### config.mk
export PLATFORM = sky130hd
export DESIGN_NAME = adcr_device_flat
export DESIGN_NICKNAME = d
export VERILOG_FILES = /design/src/adcr_pkg.sv /design/src/adcr_link_if.sv /design/src/adcr_device.sv /design/src/flat_wrapper.sv
export SDC_FILE = /design/constraint.sdc
export NUM_CORES = 1
export LEC_CHECK = 0
export BUFFER_PORTS_ARGS = -buffer_cell sky130_fd_sc_hd__buf_2
export CELL_PAD_IN_SITES_DETAIL_PLACEMENT = 2
export CELL_PAD_IN_SITES_GLOBAL_PLACEMENT = 2
export CORE_UTILIZATION = 37
export CTS_CLUSTER_SIZE = 24
export DETAILED_ROUTE_END_ITERATION = 8
export GPL_ROUTABILITY_DRIVEN = 0
export GPL_TIMING_DRIVEN = 0
export PLACE_DENSITY = 0.79
export SLEW_MARGIN = 20
export SYNTH_ARGS = -nofsm -noshare
export SYNTH_HDL_FRONTEND = slang
export SYNTH_SLANG_ARGS = --single-unit
### constraint.sdc
create_clock -name core_clk -period 2.7 [get_ports core_clk]
set_clock_uncertainty 0.2 [all_clocks]
set_input_delay 0.135 -clock core_clk [delete_from_list [all_inputs] [get_ports core_clk]]
set_output_delay 0.135 -clock core_clk [all_outputs]
set_load 0.02 [all_outputs]
### src/adcr_pkg.sv
/*
  Shared constants for the serial converter readout link: frame layout,
  edge numbers, timing figures and state encodings.
  Assumes a 100 MHz core clock on both ends.
*/
package adcr_pkg;
  localparam int RESULT_BITS = 12;
  localparam int FRAME_BITS = 16;
  localparam int CNT_W = 5;
  localparam logic [CNT_W-1:0] GLITCH_FALLS = 5'h02;
  localparam logic [CNT_W-1:0] NORMAL_KEEP_FALLS = 5'h0A;
  localparam logic [CNT_W-1:0] HOLD_RELEASE_RISE = 5'h0D;
  localparam logic [CNT_W-1:0] FRAME_FALLS = 5'h10;
  localparam logic [CNT_W-1:0] HOST_FRAME_CLKS = 5'h14;
  localparam logic [CNT_W-1:0] SHDN_FRAME_FALLS = 5'h04;
  localparam logic [CNT_W-1:0] CNT_MAX = 5'h1F;
  localparam int CLK_PERIOD_NS = 10;
  localparam int SCLK_PERIOD_NS = 160;
  localparam int SCLK_HALF_CYC = SCLK_PERIOD_NS / (2 * CLK_PERIOD_NS);
  localparam int ACQ_TIME_NS = 350;
  localparam int ACQ_CYC = (ACQ_TIME_NS + CLK_PERIOD_NS - 1) / CLK_PERIOD_NS;
  localparam int QUIET_TIME_NS = 50;
  localparam int QUIET_CYC = (QUIET_TIME_NS + CLK_PERIOD_NS - 1) / CLK_PERIOD_NS;
  localparam int TIMER_W = 8;
  localparam int FIFO_DEPTH = 16;

  typedef enum logic [1:0] {
    DEV_IDLE = 2'h0,
    DEV_HOLD = 2'h1,
    DEV_TRACK = 2'h3,
    DEV_DONE = 2'h2
  } adcr_dev_state_type;

  typedef enum logic [1:0] {
    HST_IDLE = 2'h0,
    HST_CLOCKING = 2'h1,
    HST_QUIET = 2'h3
  } adcr_host_state_type;
endpackage

### src/adcr_link_if.sv
/*
  Three-wire link between the converter end and the host end.
  Assumes the result wire reads low while nobody drives it.
*/
`timescale 1ns/1ns
`default_nettype none
interface adcr_link_if;
  logic cs_n;
  logic sclk;
  logic serial_result_out_o;
  logic serial_result_out_oe;
  logic serial_result_out_line;

  // Undriven wire modelled as low
  assign serial_result_out_line = serial_result_out_oe ? serial_result_out_o : 1'b0;

  modport device (
    input cs_n,
    input sclk,
    output serial_result_out_o,
    output serial_result_out_oe
  );

  modport host (
    output cs_n,
    output sclk,
    input serial_result_out_line
  );
endinterface
`default_nettype wire

### src/adcr_device.sv
/*
  Converter end of the serial readout link: track/hold control, frame
  shifter, result output enable and normal/shutdown mode logic.
  Assumes chip select and serial clock arrive asynchronously from the
  host and are oversampled by core_clk (serial clock well below core_clk/4).
*/
// Function
// RQ1: Chip-select fall starts one conversion
// RQ2: Chip-select fall enables the result output
// RQ3: Chip-select fall samples input, enters hold
// RQ4: Thirteenth rising clock returns to track
// RQ5: Edges counted from chip-select fall
// RQ6: Host allows 350 ns acquisition
// RQ7: Float output after sixteenth fall or rise
// RQ8: Host waits quiet time before next start
// RQ9: Host gives sixteen clocks per sample
// RQ10: Bits change and are captured on falls
// RQ11: Three zeros, then twelve bits MSB first
// RQ12: Host tolerates an extra leading zero
// RQ13: Host uses twenty-clock frames
// RQ14: Host keeps minimum chip-select fall spacing
// RQ15: Result is unsigned straight binary
// RQ16: Result spans 4096 codes
// RQ17: Chip-select fall selects normal mode
// RQ18: Rise before tenth fall enters shutdown
// RQ19: Shutdown holds until next chip-select fall
// RQ20: No minimum conversion rate
// RQ21: Rise before second fall keeps mode
// RQ22: Rise between tenth and sixteenth aborts
// RQ23: Host drops first result after shutdown
// RQ24: Host keeps low twelve captured bits
`timescale 1ns/1ns
`default_nettype none
module adcr_device
  import adcr_pkg::*;
#(
  parameter int RES_W = RESULT_BITS
) (
  // Clock, reset, enable
  input wire logic core_clk,
  input wire logic rst,
  input wire logic clk_en,
  // Link to the host
  adcr_link_if.device link,
  // Converter core
  input wire logic [RES_W-1:0] sample_code,
  output logic sample_taken,
  output logic hold_active,
  output logic shutdown_active,
  output logic result_invalid,
  output logic frame_aborted
);

  localparam int PAD_W = FRAME_BITS - RES_W;

  logic cs_meta_reg;
  logic cs_sync_reg;
  logic cs_prev_reg;
  logic sclk_meta_reg;
  logic sclk_sync_reg;
  logic sclk_prev_reg;
  logic cs_fall;
  logic cs_rise;
  logic sclk_fall;
  logic sclk_rise;
  logic in_frame;
  adcr_dev_state_type state_reg;
  logic [CNT_W-1:0] fall_cnt_reg;
  logic [CNT_W-1:0] rise_cnt_reg;
  logic [FRAME_BITS-1:0] shift_reg;
  logic oe_reg;
  logic shutdown_reg;
  logic prev_mode_reg;
  logic hold_reg;
  logic taken_reg;
  logic invalid_reg;
  logic abort_reg;

  function automatic logic [CNT_W-1:0] count_up(input logic [CNT_W-1:0] value);
    count_up = (value == CNT_MAX) ? value : value + 5'h01;
  endfunction

  // Two-stage synchronisers; the first stage feeds only the second
  always_ff @(posedge core_clk or posedge rst) begin
    if (rst) begin
      cs_meta_reg <= 1'b1;
      cs_sync_reg <= 1'b1;
      cs_prev_reg <= 1'b1;
      sclk_meta_reg <= 1'b1;
      sclk_sync_reg <= 1'b1;
      sclk_prev_reg <= 1'b1;
    end else if (clk_en) begin
      cs_meta_reg <= link.cs_n;
      cs_sync_reg <= cs_meta_reg;
      cs_prev_reg <= cs_sync_reg;
      sclk_meta_reg <= link.sclk;
      sclk_sync_reg <= sclk_meta_reg;
      sclk_prev_reg <= sclk_sync_reg;
    end
  end

  assign cs_fall = cs_prev_reg & ~cs_sync_reg;
  assign cs_rise = ~cs_prev_reg & cs_sync_reg;
  // Clock edges only count while selected and not in the start cycle
  assign sclk_fall = sclk_prev_reg & ~sclk_sync_reg & ~cs_sync_reg & ~cs_fall;
  assign sclk_rise = ~sclk_prev_reg & sclk_sync_reg & ~cs_sync_reg & ~cs_fall;
  assign in_frame = (state_reg == DEV_HOLD) || (state_reg == DEV_TRACK);

  // Frame phase
  always_ff @(posedge core_clk or posedge rst) begin
    if (rst) begin
      state_reg <= DEV_IDLE;
    end else if (clk_en) begin
      if (cs_fall) begin
        state_reg <= DEV_HOLD; // RQ1
      end else if (cs_rise) begin
        state_reg <= DEV_IDLE;
      end else begin
        case (state_reg)
          DEV_IDLE: begin
            state_reg <= DEV_IDLE; // RQ20
          end
          DEV_HOLD: begin
            if (sclk_rise && rise_cnt_reg == HOLD_RELEASE_RISE - 5'h01) begin
              state_reg <= DEV_TRACK; // RQ4
            end
          end
          DEV_TRACK: begin
            if (sclk_fall && fall_cnt_reg == FRAME_FALLS - 5'h01) begin
              state_reg <= DEV_DONE;
            end
          end
          DEV_DONE: begin
            state_reg <= DEV_DONE;
          end
          default: begin
            state_reg <= DEV_IDLE;
          end
        endcase
      end
    end
  end

  // Edge numbering restarts at every selection
  always_ff @(posedge core_clk or posedge rst) begin
    if (rst) begin
      fall_cnt_reg <= '0;
      rise_cnt_reg <= '0;
    end else if (clk_en) begin
      if (cs_fall) begin
        fall_cnt_reg <= '0; // RQ5
        rise_cnt_reg <= '0;
      end else if (state_reg != DEV_IDLE) begin
        if (sclk_fall) begin
          fall_cnt_reg <= count_up(fall_cnt_reg); // RQ5
        end
        if (sclk_rise) begin
          rise_cnt_reg <= count_up(rise_cnt_reg);
        end
      end
    end
  end

  // Track/hold switch
  always_ff @(posedge core_clk or posedge rst) begin
    if (rst) begin
      hold_reg <= 1'b0;
    end else if (clk_en) begin
      if (cs_fall) begin
        hold_reg <= 1'b1; // RQ3
      end else if (cs_rise) begin
        hold_reg <= 1'b0;
      end else if (state_reg == DEV_HOLD && sclk_rise && rise_cnt_reg == HOLD_RELEASE_RISE - 5'h01) begin
        hold_reg <= 1'b0; // RQ4
      end
    end
  end

  // Frame shifter: pad zeros above an unsigned code, MSB leaves first
  always_ff @(posedge core_clk or posedge rst) begin
    if (rst) begin
      shift_reg <= '0;
    end else if (clk_en) begin
      if (cs_fall) begin
        shift_reg <= {{PAD_W{1'b0}}, sample_code}; // RQ3 RQ11 RQ15 RQ16
      end else if (in_frame && sclk_fall) begin
        shift_reg <= {shift_reg[FRAME_BITS-2:0], 1'b0}; // RQ10
      end
    end
  end

  // Output enable; whichever of sixteenth fall or deselect comes first
  always_ff @(posedge core_clk or posedge rst) begin
    if (rst) begin
      oe_reg <= 1'b0;
    end else if (clk_en) begin
      if (cs_fall) begin
        oe_reg <= 1'b1; // RQ2
      end else if (cs_rise) begin
        oe_reg <= 1'b0; // RQ7 RQ22
      end else if (sclk_fall && fall_cnt_reg == FRAME_FALLS - 5'h01) begin
        oe_reg <= 1'b0; // RQ7
      end
    end
  end

  // Power mode: a start wakes the part, an early deselect decides the rest
  always_ff @(posedge core_clk or posedge rst) begin
    if (rst) begin
      shutdown_reg <= 1'b0;
      prev_mode_reg <= 1'b0;
    end else if (clk_en) begin
      if (cs_fall) begin
        prev_mode_reg <= shutdown_reg;
        shutdown_reg <= 1'b0; // RQ17
      end else if (cs_rise && state_reg != DEV_IDLE) begin
        if (fall_cnt_reg < GLITCH_FALLS) begin
          shutdown_reg <= prev_mode_reg; // RQ21
        end else if (fall_cnt_reg < NORMAL_KEEP_FALLS) begin
          shutdown_reg <= 1'b1; // RQ18
        end else begin
          shutdown_reg <= 1'b0; // RQ18 RQ22
        end
      end
      // Otherwise shutdown simply persists until the next start
    end
  end

  // Status towards the converter core
  always_ff @(posedge core_clk or posedge rst) begin
    if (rst) begin
      taken_reg <= 1'b0;
      invalid_reg <= 1'b0;
      abort_reg <= 1'b0;
    end else if (clk_en) begin
      taken_reg <= cs_fall;
      abort_reg <= cs_rise && in_frame && fall_cnt_reg >= GLITCH_FALLS;
      if (cs_fall) begin
        // Waking from shutdown yields a dummy conversion
        invalid_reg <= shutdown_reg; // RQ19
      end
    end
  end

  assign link.serial_result_out_o = shift_reg[FRAME_BITS-1];
  assign link.serial_result_out_oe = oe_reg;
  assign sample_taken = taken_reg;
  assign hold_active = hold_reg;
  assign shutdown_active = shutdown_reg;
  assign result_invalid = invalid_reg;
  assign frame_aborted = abort_reg;

endmodule
`default_nettype wire

### src/flat_wrapper.sv
// flat-port wrapper written by rule: the top's interface ports become plain ports
module adcr_device_flat import adcr_pkg::*;
#(
  parameter int RES_W = RESULT_BITS
)
  (core_clk, rst, clk_en, sample_code, sample_taken, hold_active, shutdown_active, result_invalid, frame_aborted, link_cs_n, link_sclk, link_serial_result_out_o, link_serial_result_out_oe);
  adcr_link_if link_i ();
  input wire logic core_clk;
  input wire logic rst;
  input wire logic clk_en;
  input wire logic [RES_W-1:0] sample_code;
  output logic sample_taken;
  output logic hold_active;
  output logic shutdown_active;
  output logic result_invalid;
  output logic frame_aborted;
  input wire logic [$bits(link_i.cs_n)-1:0] link_cs_n;
  input wire logic [$bits(link_i.sclk)-1:0] link_sclk;
  output wire logic [$bits(link_i.serial_result_out_o)-1:0] link_serial_result_out_o;
  output wire logic [$bits(link_i.serial_result_out_oe)-1:0] link_serial_result_out_oe;
  assign link_i.cs_n = link_cs_n;
  assign link_i.sclk = link_sclk;
  assign link_serial_result_out_o = link_i.serial_result_out_o;
  assign link_serial_result_out_oe = link_i.serial_result_out_oe;
  adcr_device #(.RES_W(RES_W)) u_core (.core_clk(core_clk), .rst(rst), .clk_en(clk_en), .link(link_i), .sample_code(sample_code), .sample_taken(sample_taken), .hold_active(hold_active), .shutdown_active(shutdown_active), .result_invalid(result_invalid), .frame_aborted(frame_aborted));
endmodule
# Word-level counts from Yosys, hierarchy flattened

Index checks and enable logic that the tools add are counted.
W data, S select, Z words.

Output and inout bits: 7
Input bits: 17
Word-level logic and storage cells: 96
Flip-flop bits (word level): 40

Eq/ne operators: 11
Reduce and logical (&&, ||, !) cells: 26
Mux-type cells: 25
Magnitude comparators: 3
Add/subtract/negate cells: 2
Bitwise gates (word level): 13

Operator list:

| cell                  | count |
|---|---|
| $mux W5               | 8 |
| $mux W16              | 2 |
| $reduce_bool A2 Y1    | 6 |
| $add A5 B1 Y5 const B | 2 |
| $eq A5 B4 Y1 const B  | 2 |
| $eq A5 B5 Y1 const B  | 2 |
| $mux W1               | 10 |
| $reduce_and A2 Y1     | 5 |
| $and A1 B1 Y1         | 8 |
| $logic_and A1 B1 Y1   | 8 |
| $mux W2               | 4 |
| $ne A4 B2 Y1 const B  | 2 |
| $pmux W2 S4           | 1 |
| $reduce_and A4 Y1     | 2 |
| $reduce_bool A3 Y1    | 2 |
| $ge A5 B2 Y1 const B  | 1 |
| $lt A5 B2 Y1 const B  | 1 |
| $lt A5 B4 Y1 const B  | 1 |
| $not A1 Y1            | 5 |
| $eq A2 B2 Y1 const B  | 2 |
| $ne A2 B1 Y1 const B  | 2 |
| $reduce_and A3 Y1     | 1 |
| $eq A2 B1 Y1 const B  | 1 |
| $logic_not A2 Y1      | 1 |
| $logic_or A1 B1 Y1    | 1 |

# Depth between registers and ports, before layout

Gate-level depths: netlist of the first run.

Word-level depth: 9
Mapped depth: 8
Mapped depth without buffers: 6

# Worst setup path before layout of the first run

Ideal clock, no wire load.

Path type: reg2reg
Start: reg u_core.rise_cnt_reg[0]
End: reg u_core.rise_cnt_reg[3]
Cell stages (with the launch flop): 7
Data arrival time: 2.095 ns
Library setup time: 0.078 ns
Data required time: 2.422 ns
Buffers on the path: 0
Clock period less this slack: 2.373 ns
Setup slack: 0.327 ns
Cells stage by stage: dfrtp_1 > ha_1 > and3_1 > ha_1 > or4b_4 > or4_1 > a21boi_1

Cells in the longest elaborated chain, start to end: 5
Elaborated cells on any way between the ends: 8
Classes of those cells: add/sub: 1; eq/ne: 2; mux: 4; reduce/logical: 1

Ends and longest elaborated chain:

| element                | RTL line           | text |
|---|---|---|
| from (decl)            | adcr_device.sv:69  | `logic [CNT_W-1:0] rise_cnt_reg;` |
| from (signal assigned) | adcr_device.sv:158 | `rise_cnt_reg <= count_up(rise_cnt_reg);` |
| $add A5 B1 Y5          | adcr_device.sv:80  | `count_up = (value == CNT_MAX) ? value : value + 5'h01;` |
| $mux W5                | adcr_device.sv:80  |  |
| $mux W5                | adcr_device.sv:157 | `if (sclk_rise) begin` |
| $mux W5                | adcr_device.sv:153 | `end else if (state_reg != DEV_IDLE) begin` |
| $mux W5                | adcr_device.sv:150 | `if (cs_fall) begin` |

Parallel ways exist; a longest one is shown, timed or not. The select of a mux whose other input is x is not followed.
A chain may end at the register's enable or synchronous reset.

# Worst setup path after layout of the first run

Start: reg u_core.fall_cnt_reg[1]
End: reg u_core.fall_cnt_reg[3]

Cells in the longest elaborated chain, start to end: 5
Elaborated cells on any way between the ends: 8
Classes of those cells: add/sub: 1; eq/ne: 2; mux: 4; reduce/logical: 1

Ends and longest elaborated chain:

| element                | RTL line           | text |
|---|---|---|
| from (decl)            | adcr_device.sv:68  | `logic [CNT_W-1:0] fall_cnt_reg;` |
| from (signal assigned) | adcr_device.sv:155 | `fall_cnt_reg <= count_up(fall_cnt_reg);` |
| $add A5 B1 Y5          | adcr_device.sv:80  |  |
| $mux W5                | adcr_device.sv:80  |  |
| $mux W5                | adcr_device.sv:154 | `if (sclk_fall) begin` |
| $mux W5                | adcr_device.sv:153 |  |
| $mux W5                | adcr_device.sv:150 |  |

Parallel ways exist; a longest one is shown, timed or not. The select of a mux whose other input is x is not followed.

==> summary.md, run 1 <==
In this run the cell area of the synthesized design comes to 0.00218 mm². For the worst setup path, the data required time is 2720 ps. During placement, the flow inserted port buffers numbering 22.

The synthesized netlist devotes 20.3% of its cell area to compound gates. The synthesized netlist devotes 19.9% of its cell area to simple gates. For this design the top-level I/O count stands at 24. The largest individual stage delay along the critical path comes from the cell sky130_fd_sc_hd__or4b_4. Combinational cells account for 32.4% of the total power. Dividing total power by cell area gives a power density of 882 mW/mm².

The aggregate routed wire length was 6340 µm; the initial antenna violation count was 0. The internal cell power is 1450 µW, and the time the final worst path needs with I/O delays and setup is 2540 ps. Maximum clock frequency: 394 MHz. The xor and xnor fraction of the mapped netlist area was 0%; the fraction of layout instances using a drive strength above 1 was 19.8%. For this design, the sink count on the clock tree is 40. STA classifies the critical path endpoint as a register.

The core region is 0.00561 mm². The run gives 300 ps as the latest clock arrival within the worst-skew pair. Clock tree synthesis selected as its root buffer the cell sky130_fd_sc_hd__clkbuf_8. The leakage power figure is 0.00110 µW, and the register share of total power is 44.1%.

Total congestion overflow: 0. The share of the Yosys chip area taken by registers is 46.2%. The tools report the clock share of power as 23.5%. The final hold violation count was 0; the DRC marker count from the first detailed-route iteration was 87. 0 antenna diodes ended up in the layout. For the setup slack of the most critical reg-to-reg path, the log shows 160 ps.

Net switching is 35.9% of the power. The total setup violations reported at the end of the flow was 0; the final antenna-violating net count was 0. The critical path starts at u_core.fall_cnt_reg[1]$_DFFE_PP0P_. The clock tree synthesis step divided the H-tree into 2 levels.

Once detailed placement completed, the half-perimeter wirelength came to 4380 µm. Entering global routing, the biggest net connects 31 pins. For this run, the number of Yosys warnings is 0. The routed wire length per instance was 19.9 µm; the number of flip-flops in the largest register was 16. The worst reg2reg path startpoint was u_core.fall_cnt_reg[1]$_DFFE_PP0P_. At the pin with the least slew margin, the transition time is 778 ps. The cell type with the highest occurrence count on the critical path was sky130_fd_sc_hd__ha_1. The instance count on the critical path is 6, and the arithmetic-cell share of the synthesized area counting full adders, half adders and majority gates is 4.58%.

Main combinational cell family by area after synthesis: compound AO/OA/AOI/OAI gates. Measured in cells, the most critical reg-to-reg path has a length of 6. In this run the worst path has a maximum fanout of 6. The tools report the number of core rows as 27. Dividing the synthesized area by the synthesized cell count gives 10.3 µm².

Grouping stages by cell kind, the critical path spends the most delay in simple AND/OR/NAND/NOR gates. Setup total negative slack on the finished layout was measured at 0 ps. The worst register-to-register path ends at u_core.fall_cnt_reg[3]$_DFFE_PP0P_. In this run the worst setup path terminates at u_core.fall_cnt_reg[3]$_DFFE_PP0P_.

The tools report the tightest slew margin relative to the limit as 47.4%. In the routed layout, each cell is associated on average with a via count of 5.78. Global routing consumed, over all layers together, 22.6% of the routing resources.

The layout has 620 filler cells. Multiplexer cells account for 3.49% of the synthesized area. The share of async-settable or async-resettable flops after synthesis is 100%.

The tightest min-delay check is of the in2reg type. Critical path start-end classification: reg2reg. The tool flagged a number of max-cap violations equal to 0. The top cell types in the final layout, fill and taps aside, are 34 x sky130_fd_sc_hd__dfrtp_1, 23 x sky130_fd_sc_hd__buf_2, 15 x sky130_fd_sc_hd__nand2b_1.

The global-route wire length before repair is 10700 µm. IR analysis of the VDD net gives a maximum drop of 0.366 mV. Counting every net in the synthesized netlist gives 238.

STA classifies the critical path startpoint as a register. The delay of the slowest cell on the worst path works out to 530 ps. The flow ran to the end, and the final reports show no timing, DRC or antenna violations. Measured along the x axis, the die boundary spans 78.8 µm.

The worst path buffer plus inverter count is 0. TritonCTS built the clock tree. The post-layout net count came out at 271. Counting flops and latches in the post-synthesis netlist gives 40. The library cell used most frequently in the layout, excluding fill and tap cells, is sky130_fd_sc_hd__dfrtp_1.

The TritonCTS buffer count was 5; the number of synthesized flops with an enable pin was 0. The primary flip-flop cell chosen by synthesis mapping was sky130_fd_sc_hd__dfrtp_1. Setup repair after global routing left no endpoint under its margin. The clock input transition at the sequential cells of the worst setup and hold paths was 80 ps. In the synthesized netlist, the number of instances is 213. The remaining design rule violation count came out at 0. The via total after detailed routing was 1844; the floorplan die area was 0.00622 mm².

The completed layout was analyzed and its total power is 2260 µW. The total count of max-transition violations in the final report came out at 0. Number of detailed-routing iterations run before antenna repair: 5.

At the worst endpoint, the arrival time is 2560 ps. The final critical-path share of the clock period was 94.0%; the area added between synthesis and finish was 17.3%. For the switching power, the log shows 811 µW. Traced cell by cell, the critical path runs through ha_1 -> and3_1 -> ha_1 -> or4b_4 -> or4_1 -> a21boi_1.

The number of different library cells used by synthesis comes to 42. Measured along the y axis, the die boundary spans 78.8 µm. The maximum number of buffers from clock root to sink was 2; the via count of the first global-routing pass was 2142. The initial utilization of the core area, before any placement, comes to 39.0%.
## worst min-delay path, delay by kind of cell
family          cells  cell delay, ps
simple gates        1             130
compound gates      2             120
buf+inv             1              90
## synth_stat cells (6+ instances only)
cell type / instances / area share [%]
sky130_fd_sc_hd__o31ai_1: 14 / 4.8
sky130_fd_sc_hd__ha_1: 8 / 4.6
sky130_fd_sc_hd__dfrtp_1: 34 / 39
sky130_fd_sc_hd__nand3_1: 6 / 1.4
sky130_fd_sc_hd__a2bb2oi_1: 12 / 4.8
sky130_fd_sc_hd__dfstp_2: 6 / 7.2
sky130_fd_sc_hd__o21ai_0: 12 / 2.7
sky130_fd_sc_hd__nand2b_1: 15 / 4.3
sky130_fd_sc_hd__nand2_1: 14 / 2.4
sky130_fd_sc_hd__clkbuf_1: 13 / 2.2
sky130_fd_sc_hd__inv_1: 14 / 2.4
## repair_timing
item / CTS / global route
hold buffers: 4 / 0
buffers inserted: 0 / 0
hold endpoints to repair: 40 / 0
setup endpoints to repair: 0 / 1
gates resized for setup: 0 / 0
## power groups by stage
stage          Sequential [µW]  Clock [µW]  Combinational (µW)
3_3_place_gp               986           0                 675
5_1_grt                   1030         560                 813
6_report                   998         531                 732
4_1_cts                    996         543                 737
2_1_floorplan              983           0                 491
3_5_place_dp              1000           0                 718
## cell families (layout without fill, tap and decap cells)
group                    Yosys count  in the layout
adder cells (fa/ha/maj)            8              8
flip-flops                        40             40
AND/OR/NAND/NOR                   68             68
AO/OA/AOI/OAI                     60             60
multiplexers                       7              7
buffers and inverters             30             64
## per-layer routing
| metal | wire [µm] | vias to the layer above | part of all wire [%] | GRT usage, % |
|---|---|---|---|---|
| met1 | 2890 | 944 | 46 | 27.9 |
| met4 | 78 | 0 | 1.2 | 6.91 |
| met5 | 0 | - | 0 | 0 |
| met2 | 3190 | 32 | 50 | 39.6 |
| li1 | - | 860 | - | - |
| met3 | 174 | 8 | 2.7 | 4.37 |
## worst min path at each step
| stage | from | endpoint | slack [ps] | cells after the start |
|---|---|---|---|---|
| 6_report | sample_code[7] | u_core.shift_reg[7]$_DFFE_PP0P_ | 20 | 4 |
| 5_1_grt | sample_code[6] | u_core.shift_reg[6]$_DFFE_PP0P_ | 20 | 4 |
| 4_1_cts | sample_code[7] | u_core.shift_reg[7]$_DFFE_PP0P_ | 20 | 4 |
| 3_5_place_dp | rst | u_core.shift_reg[15]$_DFFE_PP0P_ | -110 | 2 |
| 3_3_place_gp | link_sclk | u_core.sclk_meta_reg$_DFFE_PP1P_ | 170 | 2 |
| 2_1_floorplan | sample_code[0] | u_core.shift_reg[0]$_DFFE_PP0P_ | 90 | 2 |
## final cells by class
class	count	area [µm²]	share of cell area, %
Tap cell	72	90.1	3.52
Inverter	15	56.3	2.20
Timing Repair Buffer	27	170	6.64
Multi-Input combinational cell	143	1050	41.2
Clock inverter	2	38.8	1.51
Sequential cell	40	1010	39.4
Buffer	14	61.3	2.39
Clock buffer	6	82.6	3.22
## per-stage QoR
step,instance area (µm²),cells,hold WS [ps],util [%],worst slack [ps]
2_1_floorplan,2180,213,85.1,-,327
3_3_place_gp,2380,307,167,42.5,166
3_5_place_dp,2400,308,-113,42.9,124
4_1_cts,2570,320,19.2,45.8,93.8
5_1_grt,2560,319,21.9,45.7,39.2
6_report,2560,319,15.9,45.7,161
Power figures use the tool's default switching activity.
==> run 2, diff against run 1 <==
- CAP_MARGIN: not set -> 20
- CORE_UTILIZATION: 37 -> 39
- CTS_BUF_LIST: not set -> sky130_fd_sc_hd__clkbuf_8
- PLACE_DENSITY: 0.79 -> 0.83
- SLEW_MARGIN: 20 -> not set
==> run 2 against run 1 <==
Flip-flop and latch count unchanged. Die area shrank 5.0%. Maximum frequency increased by 0.20%. Final cell count down 0.94%. Sequential share of layout area rose by 0.74 points. Total power fell by 5.3%. Clock power shrank 22%. Clock-buffer cell count is the same. Routed wire length is 0.30% lower. Via count is 0.60% lower. Critical path type unchanged. Critical endpoint is now u_core.rise_cnt_reg[3]$_DFFE_PP0P_. Largest cell class unchanged. Largest power group unchanged.
==> summary.md, run 2 (synthesis results as in run 1) <==
The register share of total power is 46.6% (+2.5 points). In this run the most used layer during global routing was met2. The routed wire length per instance is 20.0 µm (+0.65%), and the area of the core is 0.00524 mm² (-6.6%). The run gives 2077 (-3.0%) as the via count of the first global-routing pass.

The tools report the number of detailed-routing iterations run before antenna repair as 4 (-1). The logs give 0 (unchanged) for the final hold violation count and 0.392 mV (+7.1%) for the largest voltage drop on the vdd net. The TritonCTS buffer count came out at 5 (unchanged). For the met3 routing resource usage after global routing, the log shows 4.05% (-0.32 points). The critical path launch point is u_core.rise_cnt_reg[0]$_DFFE_PP0P_. Count of non-filler cells in the finished layout: 316 (-0.94%). The area growth from synthesis to layout is 15.1%. The number of core rows is 26 (-3.7%), and the met1 capacity usage during global routing is 29.9% (+2.0 points).

The least setup slack across all paths after layout is 167 ps (+5.11 ps). The run gives 2 (unchanged) as the maximum number of buffers from clock root to sink. For the setup TNS after final layout, the log shows 0 ps (unchanged).

The tools report the level count of the clock H-tree as 2 (unchanged). The clock net sink count came out at 40 (unchanged). The via total after detailed routing was 1833 (-0.60%). Final antenna-violating net count: 0 (unchanged). The maximum clock frequency is 395 MHz (+0.20%).

The relative contribution of combinational cells to total power came out at 34.0% (+1.6 points). The chip height was 76.8 µm (-2.5%); the clock share of power was 19.4% (-4.1 points). The run finished with clean final reports.

The switching power was 795 µW (-2.1%); the clock input transition at the sequential cells of the worst setup and hold paths was 80 ps (about the same). Areal power density over the cells: 851 mW/mm² (-3.5%). The worst endpoint data arrival time is 2550 ps (about the same), and the largest fanout on the critical path is 5 (-1).

The fraction of met2 tracks used by global routing is 39.6% (+0.078 points), and the total congestion overflow is 0 (unchanged). The initial antenna violation count was 0 (unchanged); the setup slack of the most critical reg-to-reg path was 170 ps (about the same). The total inserted antenna cells was 0 (unchanged); the total setup violations reported at the end of the flow was 0 (unchanged). The aggregate routed wire length was 6320 µm (-0.30%); the total count of max-transition violations in the final report was 0 (unchanged).

The leading cell type in the layout, fill and taps excluded was sky130_fd_sc_hd__dfrtp_1. Internal cell power: 1340 µW (-7.2%). The post-layout net count is 270 (-0.37%), and the post-CTS setup buffer count is 0 (unchanged). The overall power after layout came out at 2140 µW (-5.3%). The run gives 41.7% (+2.8 points) as the effective utilization at floorplan. The slew of the pin with the lowest slew margin is 879 ps (+101 ps). The remaining design rule violation count came out at 0 (unchanged). TritonCTS built the clock tree. The time the final worst path needs with I/O delays and setup is 2530 ps (-5.11 ps), and the placed cell count is 305 (-0.97%). For the global-route wire length before repair, the log shows 10800 µm (+0.77%). In the layout the commonest cells are 34 x sky130_fd_sc_hd__dfrtp_1, 23 x sky130_fd_sc_hd__buf_2, 15 x sky130_fd_sc_hd__inv_1, 15 x sky130_fd_sc_hd__nand2b_1. The routed via count divided by cell count was 5.80 (+0.35%); the pin count of the biggest net entering global routing was 41 (+32%). The tools report the capture point of the critical path as u_core.rise_cnt_reg[3]$_DFFE_PP0P_. The fraction of layout instances using a drive strength above 1 works out to 19.1% (-0.73 points). The element type at the critical path start is a register. The root buffer cell chosen for the clock tree is sky130_fd_sc_hd__clkbuf_8.

The latest clock arrival within the worst-skew pair is 300 ps (about the same). The run gives 29 (-67%) as the DRC marker count from the first detailed-route iteration. The final critical-path share of the clock period was 93.8% (-0.19 points). The worst reg2reg path depth was 6 (unchanged). The tools report the worst flop-to-flop path endpoint as u_core.rise_cnt_reg[3]$_DFFE_PP0P_. The floorplan die width is 76.8 µm (-2.5%). The run gives 2720 ps (about the same) as the required time of the critical path. Setup repair after global routing left no endpoint under its margin.

The depth of the worst hold-timing path is 4 (unchanged). The number of max-cap violations is 0 (unchanged). The critical path start-end classification was reg2reg. The number of flip-flops in the largest register is 16 (unchanged), and the tightest slew margin relative to the limit is 41.3% (-6.1 points).

The global-route usage over all layers came out at 23.5% (+0.90 points). The leakage power figure is 0.00108 µW (-1.4%). The classification of the worst-slack hold path was in2reg. Category of the worst setup path capture point: a register. The floorplan die area was 0.00591 mm² (-5.0%).

The run gives 48.0% (+2.3 points) as the share of the core filled with cells in the final layout. The half-perimeter wire length after placement came out at 4410 µm (+0.79%). Number of buffers inserted by port buffering: 22 (unchanged). The post-place setup slack came out at 132 ps (+8.63 ps). The run gives 24 (unchanged) as the boundary pin count. The startpoint identified for the worst register-to-register timing path is u_core.rise_cnt_reg[0]$_DFFE_PP0P_. The switching portion of total power was 37.1% (+1.2 points).
-- run 2: worst min-delay path by stage --
stage,from,endpoint
finish,sample_code[6],u_core.shift_reg[6]$_DFFE_PP0P_
global route,sample_code[6],u_core.shift_reg[6]$_DFFE_PP0P_
CTS,sample_code[6],u_core.shift_reg[6]$_DFFE_PP0P_
detailed placement,link_cs_n,u_core.cs_meta_reg$_DFFE_PP1P_
floorplan,sample_code[0],u_core.shift_reg[0]$_DFFE_PP0P_
global placement,link_sclk,u_core.sclk_meta_reg$_DFFE_PP1P_
-- run 2: stage by stage --
| step | hold slack, ps | instance area, µm² |
|---|---|---|
| 2_1_floorplan | 85.1 | 2180 |
| 3_3_place_gp | 168 | 2380 |
| 3_5_place_dp | 172 | 2380 |
| 4_1_cts | 15.9 | 2510 |
| 5_1_grt | 28.4 | 2510 |
| 6_report | 23.0 | 2510 |
-- run 2: layer usage --
layer	vias up	routed length, µm
met3	15	192
met1	931	2850
met5	-	0
met4	0	142
li1	851	-
met2	36	3130
-- run 2: layout make-up --
| class | instances | area [µm²] |
|---|---|---|
| fill | 576 | 2720 |
| multi-input combinational | 143 | 1060 |
| sequential | 40 | 1010 |
| timing repair buffer | 26 | 150 |
| tap | 70 | 87.6 |
| clock buffer | 6 | 82.6 |
| buffer | 14 | 61.3 |
| inverter | 15 | 56.3 |
| clock inverter | 2 | 7.51 |
-- run 2: worst max-delay path, stage by stage, from the launching register on --
cell                       delay (ps)
sky130_fd_sc_hd__dfrtp_1          430
sky130_fd_sc_hd__ha_1             240
sky130_fd_sc_hd__and3_1           190
sky130_fd_sc_hd__ha_1             210
sky130_fd_sc_hd__or4b_4           540
sky130_fd_sc_hd__or4_1            490
sky130_fd_sc_hd__a21boi_1         160
-- run 2: power by group through the flow --
| stage | logic (µW) | registers (µW) | clock network (µW) |
|---|---|---|---|
| floorplan | 491 | 983 | 0 |
| global route | 809 | 1030 | 440 |
| finish | 728 | 996 | 415 |
| global placement | 677 | 983 | 0 |
| detailed placement | 726 | 998 | 0 |
| CTS | 734 | 992 | 429 |
-- run 2: repair_timing --
item,4_1_cts,5_1_grt
hold buffers,4,0
resized for setup,0,1
endpoints found under the hold margin,37,0
setup endpoints to repair,0,2
==> run 3, diff against run 2 <==
- RECOVER_POWER: not set -> 25
==> run 3 against run 2 <==
The flow now finishes with violations (max-capacitance violations, max-slew violations). Total power fell by 0.41%. Via count did not move. Sequential share of layout area rose by 0.14 points. Utilization fell by 0.17 points. Final cell count did not move. Worst setup slack got worse by 2.1 ps. Sequential power barely moved. Critical path depth did not move. Design area fell by 0.35%. Non-clock buffer count did not move. Largest power group unchanged.
==> summary.md, run 3 (synthesis results as in run 1) <==
The run finished, with violations left. The checks that failed: max-capacitance violations, max-slew violations. The slew of the pin with the lowest slew margin is 1590 ps (+715 ps).

For the least setup slack across all paths after layout, the log shows 164 ps (-2.09 ps). For the global-route wire length before repair, the log shows 10800 µm (unchanged). In this design, the largest share of critical-path delay is due to simple AND/OR/NAND/NOR gates. For the global-route usage over all layers, the log shows 23.5% (unchanged). For the total inserted antenna cells, the log shows 0 (unchanged).

For the final antenna-violating net count, the log shows 0 (unchanged). The leading cell type in the layout, fill and taps excluded is sky130_fd_sc_hd__dfrtp_1. The run gives 31 (+6.9%) as the DRC marker count from the first detailed-route iteration.

The tools report the via count of the first global-routing pass as 2077 (unchanged). The endpoint identified for the worst register-to-register timing path is u_core.rise_cnt_reg[3]$_DFFE_PP0P_. The post-layout net count was 270 (unchanged).

For the total setup violations reported at the end of the flow, the log shows 0 (unchanged). The slowest stage of the critical path is the sky130_fd_sc_hd__or4b_4 cell. The leakage power figure is 0.00106 µW (-2.0%). The worst register-to-register path begins at u_core.rise_cnt_reg[0]$_DFFE_PP0P_. The largest voltage drop on the vdd net is 0.392 mV (+0.13%), and the worst endpoint data arrival time is 2550 ps (about the same).

Worst-case hold path end point: u_core.shift_reg[6]$_DFFE_PP0P_. The total congestion overflow is 0 (unchanged), and the TritonCTS buffer count is 5 (unchanged). The number of max-cap violations is 1 (+1). Final hold violation count: 0 (unchanged). The run gives 0 (unchanged) as the remaining design rule violation count. The number of flip-flops in the largest register was 16 (unchanged).

The logs give 41 (unchanged) for the pin count of the biggest net entering global routing and 40 (unchanged) for the clock net sink count. The number of buffers inserted by port buffering was 22 (unchanged); the setup slack of the most critical reg-to-reg path was 160 ps (about the same). Area of the core: 0.00524 mm² (unchanged).

The number of core rows is 26 (unchanged), and the area added between synthesis and finish is 14.7%. Element type at the critical path start: a register. Classification of the worst-slack hold path: in2reg.

The post-place setup slack is 132 ps (unchanged). The routed wire length per instance was 20.0 µm (+0.21%). The run gives 2 (unchanged) as the level count of the clock H-tree. The worst path buffer plus inverter count was 0 (unchanged).

The logs give 2 (unchanged) for the maximum number of buffers from clock root to sink and 394 MHz (about the same) for the maximum clock frequency. The fraction of layout instances using a drive strength above 1 is 14.6% (-4.5 points). TritonCTS built the clock tree. The via total after detailed routing came out at 1833 (unchanged). Among the stages of the critical path, the cell type that occurs most often is sky130_fd_sc_hd__ha_1. The signal on the critical path passes through ha_1 -> and3_1 -> ha_1 -> or4b_4 -> or4_1 -> a21boi_1. The instance count on the critical path was 6 (unchanged); the overall power after layout was 2130 µW (-0.41%).

The half-perimeter wire length after placement was 4410 µm (unchanged). The required time of the critical path is 2720 ps (about the same). Setup repair after global routing left no endpoint under its margin. The worst setup path is captured at a register.

The areal power density over the cells was 850 mW/mm² (about the same); the largest fanout on the critical path was 5 (unchanged). The routed via count divided by cell count works out to 5.80 (unchanged). The total count of max-transition violations in the final report was 41 (+41); the aggregate routed wire length was 6330 µm (+0.21%).

For the effective utilization at floorplan, the log shows 41.7% (unchanged). Tightest slew margin relative to the limit: -6.41% (-48 points). The critical path is of the reg2reg type. The start point of the worst min-delay path is sample_code[6]. The floorplan die width works out to 76.8 µm (unchanged). The run gives 0 (unchanged) as the initial antenna violation count. The depth of the worst hold-timing path is 4 (unchanged), and the number of detailed-routing iterations run before antenna repair is 4 (unchanged). Delay of the slowest cell on the worst path: 540 ps (about the same). The time the final worst path needs with I/O delays and setup is 2540 ps (+2.08 ps). For the final-layout fill cell count, the log shows 582 (+1.0%).

The setup TNS after final layout is 0 ps (unchanged). Final critical-path share of the clock period: 93.9% (about the same). For the latest clock arrival within the worst-skew pair, the log shows 300 ps (about the same).

In the layout the commonest cells are 34 x sky130_fd_sc_hd__dfrtp_1, 19 x sky130_fd_sc_hd__clkbuf_1, 16 x sky130_fd_sc_hd__buf_2, 16 x sky130_fd_sc_hd__inv_1, 15 x sky130_fd_sc_hd__nand2b_1. The worst reg2reg path depth is 6 (unchanged), and the boundary pin count is 24 (unchanged). The tools report the root buffer cell as sky130_fd_sc_hd__clkbuf_8. The floorplan die area came out at 0.00591 mm² (unchanged). The chip height was 76.8 µm (unchanged). The clock input transition at the sequential cells of the worst setup and hold paths works out to 80 ps (about the same).
-- run 3: final cells by class --
type / instances / area [µm²] / share of cell area [%]
multi-input cells: 143 / 1060 / 42.3
flip-flops and latches: 40 / 1010 / 40.2
repair buffers: 26 / 141 / 5.64
well taps: 70 / 87.6 / 3.49
clock buffers: 6 / 82.6 / 3.30
plain buffers: 14 / 61.3 / 2.45
inverters: 15 / 56.3 / 2.25
clock inverters: 2 / 7.51 / 0.300
-- run 3: through the flow --
step	util (%)	hold slack, ps	area (µm²)	cells
after global routing	47.9	28.4	2510	316
after detailed placement	45.5	172	2380	305
after global placement	45.5	168	2380	305
final	47.9	24.5	2510	316
after floorplan	-	85.1	2180	213
after CTS	48.0	15.9	2510	317
-- run 3: how the worst max path moves through the flow --
stage / start / to
after floorplan: u_core.rise_cnt_reg[0]$_DFFE_PP0P_ / u_core.rise_cnt_reg[3]$_DFFE_PP0P_
after global placement: u_core.cs_sync_reg$_DFFE_PP1P_ / u_core.hold_active$_DFFE_PP0P_
after detailed placement: u_core.cs_sync_reg$_DFFE_PP1P_ / u_core.hold_active$_DFFE_PP0P_
after CTS: u_core.cs_sync_reg$_DFFE_PP1P_ / u_core.hold_active$_DFFE_PP0P_
after global routing: u_core.rise_cnt_reg[0]$_DFFE_PP0P_ / u_core.rise_cnt_reg[3]$_DFFE_PP0P_
final: u_core.rise_cnt_reg[0]$_DFFE_PP0P_ / u_core.rise_cnt_reg[3]$_DFFE_PP0P_
-- run 3: routing by layer --
metal  global-route usage, %  vias to the layer above  routed length [µm]
li1                        -                      852                   -
met1                    29.9                      934                2930
met2                    39.6                       32                3120
met3                    4.05                       15                 144
met4                    8.46                        0                 136
met5                       0                        -                   0
-- run 3: repair_timing --
action / 4_1_cts / 5_1_grt
setup buffers: 0 / 0
gates resized for setup: 0 / 1
endpoints found under the setup margin: 0 / 2
endpoints found under the hold margin: 37 / 0
hold buffers: 4 / 0
-- run 3: power breakdown --
group          total [µW]  switching (µW)  internal [µW]
combinational         719             406            312
sequential            996             175            821
clock                 416             215            201
-- run 3: worst min-delay path, cell delays in order --
cell and delay, ps:
sky130_fd_sc_hd__buf_2 90, sky130_fd_sc_hd__nand2b_1 130, sky130_fd_sc_hd__o31ai_1 60, sky130_fd_sc_hd__a2bb2oi_1 60
